--- config.mk ---
export PLATFORM = sky130hd
export DESIGN_NAME = gpe_ports
export DESIGN_NICKNAME = d
export VERILOG_FILES = /design/src/gpe_pkg.sv /design/src/gpe_ports.sv /design/src/gpe_pin.sv /design/src/gpe_axi.sv
export SDC_FILE = /design/constraint.sdc
export NUM_CORES = 1
export LEC_CHECK = 0
export BUFFER_PORTS_ARGS = -buffer_cell sky130_fd_sc_hd__buf_2
export CAP_MARGIN = 20
export CORE_MARGIN = 1
export CORE_UTILIZATION = 48
export DETAILED_ROUTE_END_ITERATION = 8
export PLACE_DENSITY = 0.89
export SYNTH_ARGS = -nofsm -noshare
export SYNTH_HDL_FRONTEND = slang
export SYNTH_HIERARCHICAL = 1
export SYNTH_SLANG_ARGS = --single-unit
--- constraint.sdc ---
create_clock -name core_clk -period 2.15 [get_ports core_clk]
set_input_delay 0.1075 -clock core_clk [delete_from_list [all_inputs] [get_ports core_clk]]
set_output_delay 0.1075 -clock core_clk [all_outputs]
set_load 0.02 [all_outputs]
--- src/gpe_pkg.sv ---
// Package for the port E..H general-purpose I/O block.
// Assumes a 32-bit AXI4-Lite register bus and a single core clock.
package gpe_pkg;

    // Printed register indices; byte address is four times the index
    localparam logic [7:0] IDX_E_LATCH = 8'h08;
    localparam logic [7:0] IDX_F_LATCH = 8'h09;
    localparam logic [7:0] IDX_G_LATCH = 8'h0a;
    localparam logic [7:0] IDX_H_LATCH = 8'h0b;
    // Chosen indices for direction and ownership registers
    localparam logic [7:0] IDX_E_DIR   = 8'h0c;
    localparam logic [7:0] IDX_F_DIR   = 8'h0d;
    localparam logic [7:0] IDX_G_DIR   = 8'h0e;
    localparam logic [7:0] IDX_H_DIR   = 8'h0f;
    localparam logic [7:0] IDX_OWNER   = 8'h10;
    localparam logic [7:0] IDX_KEY     = 8'h11;

    // Port widths
    localparam int W_E = 8;
    localparam int W_F = 7;
    localparam int W_G = 3;
    localparam int W_H = 2;

    // Field positions
    localparam int SER_RX_BIT = 1;
    localparam int SER_TX_BIT = 0;
    localparam int TA_LSB     = 0;
    localparam int TA_W       = 4;
    localparam int TB_LSB     = 4;
    localparam int TB_W       = 2;
    localparam int KBG_LSB    = 0;
    localparam int KBH_LSB    = 3;
    // Control fields in the ownership byte
    localparam int OWN_SER_BIT = 0;
    localparam int OWN_TA_LSB  = 1;
    localparam int OWN_TB_LSB  = 5;

    // Reset values
    localparam logic [7:0]  DIR_RST   = 8'h00;
    localparam logic [31:0] RDATA_RST = 32'h0000_0000;

    // AXI responses
    localparam logic [1:0] RESP_OKAY   = 2'b00;
    localparam logic [1:0] RESP_SLVERR = 2'b10;

    // Peripheral ownership controls gathered together
    typedef struct packed {
        logic       serial_iface_enable;
        logic [3:0] timer_a_sel;   // Channel edge_level_select nonzero
        logic [1:0] timer_b_sel;
        logic [4:0] key_irq_enable;
    } gpe_owner_t;

endpackage : gpe_pkg

--- src/gpe_ports.sv ---
// Top of the port E..H general-purpose I/O block with AXI4-Lite access.
// Assumes pins and peripheral signals are synchronous to core_clk.
//
// Functional notes
// - Serial unit disabled releases port E pins 1 and 0 to GPIO.
// - Serial-owned port E pins ignore direction for drive, not for reads.
// - Port E direction one enables output buffer, zero makes input.
// - Reset clears all port E direction bits.
// - Port E read gives latch where output, pin where input.
// - Latches accept writes regardless of direction; inputs unaffected.
// - Port F seven latches read/write, untouched by reset.
// - Port F pins 3..0 go to timer A channels when selected.
// - Port F pins 5..4 go to timer B channels when selected.
// - Timer-owned port F pins ignore direction for drive, not reads.
// - Port F read gives latch where output, pin where input.
// - Reset clears the seven port F direction bits.
// - Port G three latches read/write, untouched by reset.
// - Key interrupt enable overrides port G direction to input for drive, not for reads.
// - Port G read gives latch where output, pin where input.
// - Reset clears the three port G direction bits.
// - Key interrupt enables 4 and 3 override port H direction to input for drive, not for reads.
// - Port H read gives latch where output, pin where input.
// - Reset clears both port H direction bits.
//
// Decided for this implementation: the AXI4-Lite slave port.
`timescale 1ns/1ns
module gpe_ports (
    // Clock and reset
    input  wire logic                    core_clk,
    input  wire logic                    rst_b,
    // AXI4-Lite write
    input  wire logic [31:0]             awaddr,
    input  wire logic                    awvalid,
    output      logic                    awready,
    input  wire logic [31:0]             wdata,
    input  wire logic [3:0]              wstrb,
    input  wire logic                    wvalid,
    output      logic                    wready,
    output      logic [1:0]              bresp,
    output      logic                    bvalid,
    input  wire logic                    bready,
    // AXI4-Lite read
    input  wire logic [31:0]             araddr,
    input  wire logic                    arvalid,
    output      logic                    arready,
    output      logic [31:0]             rdata,
    output      logic [1:0]              rresp,
    output      logic                    rvalid,
    input  wire logic                    rready,
    // Peripheral drive, one bit per pin of E,F,G,H concatenated
    input  wire logic [19:0]             per_out,
    input  wire logic [19:0]             per_oe,
    // Pins, concatenated H,G,F,E from high to low
    input  wire logic [19:0]             pin_in,
    output      logic [19:0]             pin_out,
    output      logic [19:0]             pin_oe,
    // Current ownership controls, mirrored for peripherals
    output      gpe_pkg::gpe_owner_t     owner
);
    localparam int NPIN = gpe_pkg::W_E + gpe_pkg::W_F
                        + gpe_pkg::W_G + gpe_pkg::W_H;

    // Register side strobes
    logic        wr_en;
    logic [7:0]  wr_idx;
    logic [7:0]  wr_data;
    logic [7:0]  rd_idx;
    logic [7:0]  rd_val;
    logic        wr_ok;
    logic        rd_ok;

    // Storage
    logic [NPIN-1:0] latch;
    logic [NPIN-1:0] dir;
    logic [NPIN-1:0] owned;
    logic [NPIN-1:0] next_out;
    logic [NPIN-1:0] next_oe;
    logic [NPIN-1:0] rd_bits;
    logic [7:0]      owner_byte;
    logic [4:0]      key_bits;
    gpe_pkg::gpe_owner_t next_owner;

    // Index decoding used by both read and write paths
    function automatic logic known_idx(input logic [7:0] idx);
        known_idx = (idx >= gpe_pkg::IDX_E_LATCH) &&
                    (idx <= gpe_pkg::IDX_KEY);
    endfunction : known_idx

    assign wr_ok = known_idx(wr_idx);
    assign rd_ok = known_idx(rd_idx);

    gpe_axi u_axi (
        .core_clk (core_clk),
        .rst_b    (rst_b),
        .awaddr   (awaddr),
        .awvalid  (awvalid),
        .awready  (awready),
        .wdata    (wdata),
        .wstrb    (wstrb),
        .wvalid   (wvalid),
        .wready   (wready),
        .bresp    (bresp),
        .bvalid   (bvalid),
        .bready   (bready),
        .araddr   (araddr),
        .arvalid  (arvalid),
        .arready  (arready),
        .rdata    (rdata),
        .rresp    (rresp),
        .rvalid   (rvalid),
        .rready   (rready),
        .wr_en    (wr_en),
        .wr_idx   (wr_idx),
        .wr_data  (wr_data),
        .wr_ok    (wr_ok),
        .rd_idx   (rd_idx),
        .rd_val   (rd_val),
        .rd_ok    (rd_ok)
    );

    // Write strobes per register
    wire we_el = wr_en && (wr_idx == gpe_pkg::IDX_E_LATCH);
    wire we_fl = wr_en && (wr_idx == gpe_pkg::IDX_F_LATCH);
    wire we_gl = wr_en && (wr_idx == gpe_pkg::IDX_G_LATCH);
    wire we_hl = wr_en && (wr_idx == gpe_pkg::IDX_H_LATCH);
    wire we_ed = wr_en && (wr_idx == gpe_pkg::IDX_E_DIR);
    wire we_fd = wr_en && (wr_idx == gpe_pkg::IDX_F_DIR);
    wire we_gd = wr_en && (wr_idx == gpe_pkg::IDX_G_DIR);
    wire we_hd = wr_en && (wr_idx == gpe_pkg::IDX_H_DIR);
    wire we_ow = wr_en && (wr_idx == gpe_pkg::IDX_OWNER);
    wire we_ky = wr_en && (wr_idx == gpe_pkg::IDX_KEY);

    // Data latches have no reset; writes land whatever the direction
    always_ff @(posedge core_clk) begin
        if (we_el) latch[7:0]   <= wr_data;
        if (we_fl) latch[14:8]  <= wr_data[6:0];
        if (we_gl) latch[17:15] <= wr_data[2:0];
        if (we_hl) latch[19:18] <= wr_data[1:0];
    end

    // Direction registers clear at reset, all pins inputs
    always_ff @(posedge core_clk or negedge rst_b) begin
        if (!rst_b) begin
            dir[7:0]   <= gpe_pkg::DIR_RST;
            dir[14:8]  <= gpe_pkg::DIR_RST[6:0];
            dir[17:15] <= gpe_pkg::DIR_RST[2:0];
            dir[19:18] <= gpe_pkg::DIR_RST[1:0];
        end else begin
            if (we_ed) dir[7:0]   <= wr_data;
            if (we_fd) dir[14:8]  <= wr_data[6:0];
            if (we_gd) dir[17:15] <= wr_data[2:0];
            if (we_hd) dir[19:18] <= wr_data[1:0];
        end
    end

    // Ownership controls: serial enable, timer selects, key enables
    always_ff @(posedge core_clk or negedge rst_b) begin
        if (!rst_b) begin
            owner_byte <= gpe_pkg::DIR_RST;
            key_bits   <= gpe_pkg::DIR_RST[4:0];
        end else begin
            if (we_ow) owner_byte <= wr_data;
            if (we_ky) key_bits   <= wr_data[4:0];
        end
    end

    // Unpack the control bytes; key enables need a byte of their own
    assign next_owner.serial_iface_enable =
                        owner_byte[gpe_pkg::OWN_SER_BIT];
    assign next_owner.timer_a_sel =
                        owner_byte[gpe_pkg::OWN_TA_LSB +: gpe_pkg::TA_W];
    assign next_owner.timer_b_sel =
                        owner_byte[gpe_pkg::OWN_TB_LSB +: gpe_pkg::TB_W];
    assign next_owner.key_irq_enable = key_bits;

    // Which pins a peripheral has taken
    wire ser_en = owner.serial_iface_enable;
    assign owned[gpe_pkg::SER_TX_BIT] = ser_en;
    assign owned[gpe_pkg::SER_RX_BIT] = ser_en;
    assign owned[7:2]   = 6'h00;
    assign owned[8 + gpe_pkg::TA_LSB +: gpe_pkg::TA_W]
                        = owner.timer_a_sel;
    assign owned[8 + gpe_pkg::TB_LSB +: gpe_pkg::TB_W]
                        = owner.timer_b_sel;
    assign owned[14]    = 1'b0;
    assign owned[17:15] = owner.key_irq_enable[2:0];
    assign owned[19:18] = owner.key_irq_enable[4:3];

    // Per-pin steering; key pins force an undriven input
    genvar gi;
    generate
        for (gi = 0; gi < NPIN; gi++) begin : g_pin
            wire key_pin = (gi >= 15);
            gpe_pin u_pin (
                .latch    (latch[gi]),
                .dir      (dir[gi]),
                .owned    (owned[gi]),
                .per_out  (key_pin ? 1'b0 : per_out[gi]),
                .per_oe   (key_pin ? 1'b0 : per_oe[gi]),
                .pin_in   (pin_in[gi]),
                .next_out (next_out[gi]),
                .next_oe  (next_oe[gi]),
                .rd_bit   (rd_bits[gi])
            );
        end
    endgenerate

    // Register the pad drive so outputs come from flip-flops
    always_ff @(posedge core_clk or negedge rst_b) begin
        if (!rst_b) begin
            pin_out <= 20'h0_0000;
            pin_oe  <= 20'h0_0000;
            owner   <= '0;
        end else begin
            pin_out <= next_out;
            pin_oe  <= next_oe;
            owner   <= next_owner;
        end
    end

    // Read selection by index; direction picks latch or pin
    assign rd_val =
        (rd_idx == gpe_pkg::IDX_E_LATCH) ? rd_bits[7:0] :
        (rd_idx == gpe_pkg::IDX_F_LATCH) ? {1'b0, rd_bits[14:8]} :
        (rd_idx == gpe_pkg::IDX_G_LATCH) ? {5'h00, rd_bits[17:15]} :
        (rd_idx == gpe_pkg::IDX_H_LATCH) ? {6'h00, rd_bits[19:18]} :
        (rd_idx == gpe_pkg::IDX_E_DIR)   ? dir[7:0] :
        (rd_idx == gpe_pkg::IDX_F_DIR)   ? {1'b0, dir[14:8]} :
        (rd_idx == gpe_pkg::IDX_G_DIR)   ? {5'h00, dir[17:15]} :
        (rd_idx == gpe_pkg::IDX_H_DIR)   ? {6'h00, dir[19:18]} :
        (rd_idx == gpe_pkg::IDX_OWNER)   ? owner_byte :
        (rd_idx == gpe_pkg::IDX_KEY)     ? {3'h0, key_bits} : 8'h00;

endmodule : gpe_ports

--- src/gpe_pin.sv ---
// One GPIO pin slice: buffer steering and read-back selection.
// Assumes pin_in is synchronous to the clock of the reader.
`timescale 1ns/1ns
module gpe_pin (
    // Software state
    input  wire logic latch,
    input  wire logic dir,
    // Peripheral takeover
    input  wire logic owned,
    input  wire logic per_out,
    input  wire logic per_oe,
    // Pin
    input  wire logic pin_in,
    output      logic next_out,
    output      logic next_oe,
    output      logic rd_bit
);
    // Owner drives the buffer; direction still picks read source
    assign next_out = owned ? per_out : latch;
    assign next_oe  = owned ? per_oe  : dir;
    assign rd_bit   = dir ? latch : pin_in;
endmodule : gpe_pin

--- src/gpe_axi.sv ---
// AXI4-Lite slave front end producing one-cycle register strobes.
// Assumes the master follows AXI4-Lite handshakes; one access each way.
`timescale 1ns/1ns
module gpe_axi (
    // Clock and reset
    input  wire logic        core_clk,
    input  wire logic        rst_b,
    // Write channels
    input  wire logic [31:0] awaddr,
    input  wire logic        awvalid,
    output      logic        awready,
    input  wire logic [31:0] wdata,
    input  wire logic [3:0]  wstrb,
    input  wire logic        wvalid,
    output      logic        wready,
    output      logic [1:0]  bresp,
    output      logic        bvalid,
    input  wire logic        bready,
    // Read channels
    input  wire logic [31:0] araddr,
    input  wire logic        arvalid,
    output      logic        arready,
    output      logic [31:0] rdata,
    output      logic [1:0]  rresp,
    output      logic        rvalid,
    input  wire logic        rready,
    // Register side
    output      logic        wr_en,
    output      logic [7:0]  wr_idx,
    output      logic [7:0]  wr_data,
    input  wire logic        wr_ok,
    output      logic [7:0]  rd_idx,
    input  wire logic [7:0]  rd_val,
    input  wire logic        rd_ok
);
    logic        aw_have;
    logic        w_have;
    logic [7:0]  aw_idx;
    logic [7:0]  w_byte;
    logic        w_lane;

    // Write fires when both halves are held and no response pends
    assign wr_en   = aw_have & w_have & ~bvalid;
    assign wr_idx  = aw_idx;
    assign wr_data = w_byte;
    assign rd_idx  = araddr[9:2];

    // Capture address and data separately, in either order
    always_ff @(posedge core_clk or negedge rst_b) begin
        if (!rst_b) begin
            awready <= 1'b0;
            wready  <= 1'b0;
            aw_have <= 1'b0;
            w_have  <= 1'b0;
            aw_idx  <= 8'h00;
            w_byte  <= 8'h00;
            w_lane  <= 1'b0;
            bvalid  <= 1'b0;
            bresp   <= gpe_pkg::RESP_OKAY;
        end else begin
            awready <= ~aw_have & ~awready & awvalid;
            wready  <= ~w_have & ~wready & wvalid;
            if (awvalid && awready) begin
                aw_have <= 1'b1;
                aw_idx  <= awaddr[9:2];
            end
            if (wvalid && wready) begin
                w_have <= 1'b1;
                w_byte <= wdata[7:0];
                w_lane <= wstrb[0];
            end
            if (wr_en) begin
                aw_have <= 1'b0;
                w_have  <= 1'b0;
                bvalid  <= 1'b1;
                bresp   <= (wr_ok && w_lane) ? gpe_pkg::RESP_OKAY
                                             : gpe_pkg::RESP_SLVERR;
            end else if (bvalid && bready) begin
                bvalid <= 1'b0;
            end
        end
    end

    // Read answers one cycle after the address is taken
    always_ff @(posedge core_clk or negedge rst_b) begin
        if (!rst_b) begin
            arready <= 1'b0;
            rvalid  <= 1'b0;
            rdata   <= gpe_pkg::RDATA_RST;
            rresp   <= gpe_pkg::RESP_OKAY;
        end else begin
            arready <= ~arready & ~rvalid & arvalid;
            if (arvalid && arready) begin
                rvalid <= 1'b1;
                rdata  <= {24'h00_0000, rd_val};
                rresp  <= rd_ok ? gpe_pkg::RESP_OKAY : gpe_pkg::RESP_SLVERR;
            end else if (rvalid && rready) begin
                rvalid <= 1'b0;
            end
        end
    end
endmodule : gpe_axi

==> metrics <==
vias in the first global route around 4300; achievable frequency 475 MHz; CORE AREA 12600 um2; WP data required 2.45 ns; Mean Syn Cell Area between 10 and 15 um2; reg-to-reg slack, setup approximately 0.044 ns; ys flop type dfrtp_1; Clock power frac 0.393; Synth Warn # 6; Final GP Congestion a little over 0.9; WHS roughly 0.18 ns; Max Slew Vio Count 0; CP max-delay cell dfrtp_1; min-delay worst type input port to register; DRC 0; critical path class register to register; CTS HTree Levels 4; Initial DRC Count between 200 and 250; I/O Buffers about 150; Core Rows 41; Least-Margin Pin Slew between 0.5 and 0.6 ns; Fin. Hold Viols 0; sequence of cells on the critical path mux2_2 -> mux2_2 -> a2111oi_2 -> a31o_2 -> o32ai_1 -> mux2_2; TNS Setup 0 ns; #FFs+latches synth 139; setup repair after global routing missed its margin no; sequential area share after synthesis 0.579; DR vias/cell between 5 and 6; clk slew on worst S/H paths around 0.060 ns; die height 116 um; combinational power share 0.165; WL final about 15000 um; Final Skew around 0.0077 ns; DR vias ~4200; Sequential Power Share 0.442; crit-path most repeated cell mux2_2; Synth-to-Final Area Change 32.0%; status finished, final reports clean; die width 116 um; Max stage delay on crit path 0.40 ns; fraction of registers with async set/reset 0.856; gr ovfl total 0; Rel. slew slack 0.600; gr usage total 0.229; fraction of layout cells with a size suffix above 1 0.504; peak supply drop 0.544 mV; critical path capture point type register; TritonCTS buffer count 17; Finish-stage setup viols 0; CTS tree yes; Tmin final between 2 and 2.5 ns; NetSw 2170 uW; max cap viols 0; Die Area approximately 13000 um2; Startpoint Class register; post-synth cell types 48; Initial Util 0.492; Internal 5880 uW; Leak between 0.003 and 0.004 uW; Post-Syn Area about 6200 um2; Post-DRT Antenna Nets 0; drt pass-1 iters 5; Arr. time, crit path approximately 2.4 ns; Post-Synthesis Cells approximately 430; number of synthesized flops with an enable pin 20; largest net degree at the start of global routing between 50 and 60; first-pass GRT wire length 22200 um; WL/cell about 17 um; antenna cells 0; sw frac 0.269; Final #Nets 823; PD cells about 1000 nW/um2; CP max FO 4; CTS Root Buffer Type clkbuf_16; DPL Wire Length around 10000 um; latest clock arrival within the worst-skew pair approximately 0.42 ns; final worst-path cycle share 0.980; I/O pin total 260; Setup Buffers After CTS 0; initial antenna violation count 0; buffer depth of the longest clock path 2; clock sink count between 100 and 150
==> registers in the layout, indices dropped and copies added (netlist names), 5 cells and up <==
name / cells
dir: 20
latch: 20
pin_oe: 20
pin_out: 20
owner: 11
owner_byte: 8
u_axi/rdata: 8
u_axi/wr_data: 8
u_axi/wr_idx: 8
key_bits: 5
==> through the flow <==
stage	instance area, um2	setup slack (ns)	total power [uW]	util	instances
finish	8160	0.0438	8050	0.649	841
global route	8160	0.0111	8400	0.649	841
floorplan	6360	0.203	4370	-	477
detailed placement	7120	0.0753	4860	0.567	770
CTS	8160	0.0475	8090	0.649	841
global placement	7120	0.122	4780	0.567	770
==> placed cells by master (no fill, tap or decap), drive strengths merged, types with 4 or more instances in the layout <==
cell type	n
nand2	13
nor2b	7
a22oi	5
inv	6
dlygate4sd3	39
edfxtp	20
a21oi	4
nor3b	4
nand3b	7
conb	50
clkbuf	20
mux2i	8
o21ai	12
and4	4
nor2	9
dfrtp	119
a32oi	5
mux2	124
nor3	6
buf	165
clkinv	6
bufinv	5
==> cell usage after synthesis, drive strengths merged, types with 2 or more instances <==
| library cell | n | share of area |
|---|---|---|
| edfxtp | 20 | 0.097 |
| a31o | 2 | 0.0028 |
| nand2b | 2 | 0.0020 |
| nand3b | 7 | 0.0091 |
| o21ai | 12 | 0.0097 |
| nor2 | 9 | 0.0093 |
| conb | 2 | 0.0012 |
| a21oi | 4 | 0.0032 |
| a32oi | 5 | 0.0071 |
| nor3b | 4 | 0.0049 |
| nor2b | 7 | 0.0071 |
| a2111oi | 3 | 0.0055 |
| clkbuf | 3 | 0.0067 |
| inv | 6 | 0.0036 |
| and4 | 4 | 0.0057 |
| nor3 | 6 | 0.0065 |
| mux2 | 124 | 0.23 |
| dfrtp | 119 | 0.48 |
| mux4 | 2 | 0.0073 |
| mux2i | 8 | 0.013 |
| buf | 41 | 0.049 |
| nand3 | 3 | 0.0024 |
| a22oi | 5 | 0.0061 |
| nand2 | 13 | 0.0099 |
| and3 | 2 | 0.0020 |
| o22ai | 2 | 0.0020 |
| o32ai | 2 | 0.0028 |
| a31oi | 3 | 0.0030 |
==> final cells by class <==
type / count / area [um2]
Fill cell: 952 / 4410
Timing Repair Buffer: 204 / 1270
Sequential cell: 139 / 3580
Clock buffer: 20 / 447
Inverter: 6 / 22.5
Clock inverter: 12 / 195
Multi-Input combinational cell: 288 / 2430
Tap cell: 172 / 215
==> final timing paths <==
check | startpoint | end | depth (start not counted)
max | dir[19]$_DFFE_PN0P_ | u_axi/rdata[1]$_DFFE_PN0P_ | 6
min | araddr[3] | u_axi/rresp[1]$_DFFE_PN0P_ | 4
max reg2reg | dir[19]$_DFFE_PN0P_ | u_axi/rdata[1]$_DFFE_PN0P_ | 6
min reg2reg | key_bits[3]$_DFFE_PN0P_ | owner[3]$_DFF_PN0_ | 0
max in group asynchronous | rst_b | owner_byte[3]$_DFFE_PN0P_ | 3
min in group asynchronous | rst_b | pin_oe[14]$_DFF_PN0_ | 2
==> timing repair <==
action / 4_1_cts / 5_1_grt
endpoints found under the setup margin: 0 / 2
endpoints found under the hold margin: 75 / 0
hold buffers: 39 / 0
gates resized for setup: 0 / 2
==> cell families (layout without fill, tap and decap cells) <==
logic type,after synthesis,after routing,share of synthesized area
AO/OA/AOI/OAI,41,41,0.0461
buffers and inverters,50,242,0.0595
flip-flops,139,139,0.579
multiplexers,134,134,0.247
other,2,50,0.00121
AND/OR/NAND/NOR,63,63,0.0680
==> metal layers <==
metal  vias to the layer above  track usage  routed length [um]
met1                      2062        0.268                5850
met3                        27       0.0711                1040
li1                       1948            -                   -
met2                       193        0.389                7320
met4                         0        0.101                 334
met5                         -            0                   0
==> power groups by stage <==
stage	sequential (uW)	combinational [uW]	clock, uW
after floorplan	3640	732	0
after global placement	3560	1220	0
after detailed placement	3600	1260	0
after CTS	3560	1330	3210
after global routing	3630	1440	3330
final	3560	1330	3160
==> critical path, delay by kind of cell (launching register included) <==
| kind | cells | cell delay, ns |
|---|---|---|
| multiplexers | 3 | 0.94 |
| AO/OA/AOI/OAI | 3 | 0.65 |
| flip-flops | 1 | 0.40 |
Note: power is estimated with default switching activity, not from simulation.
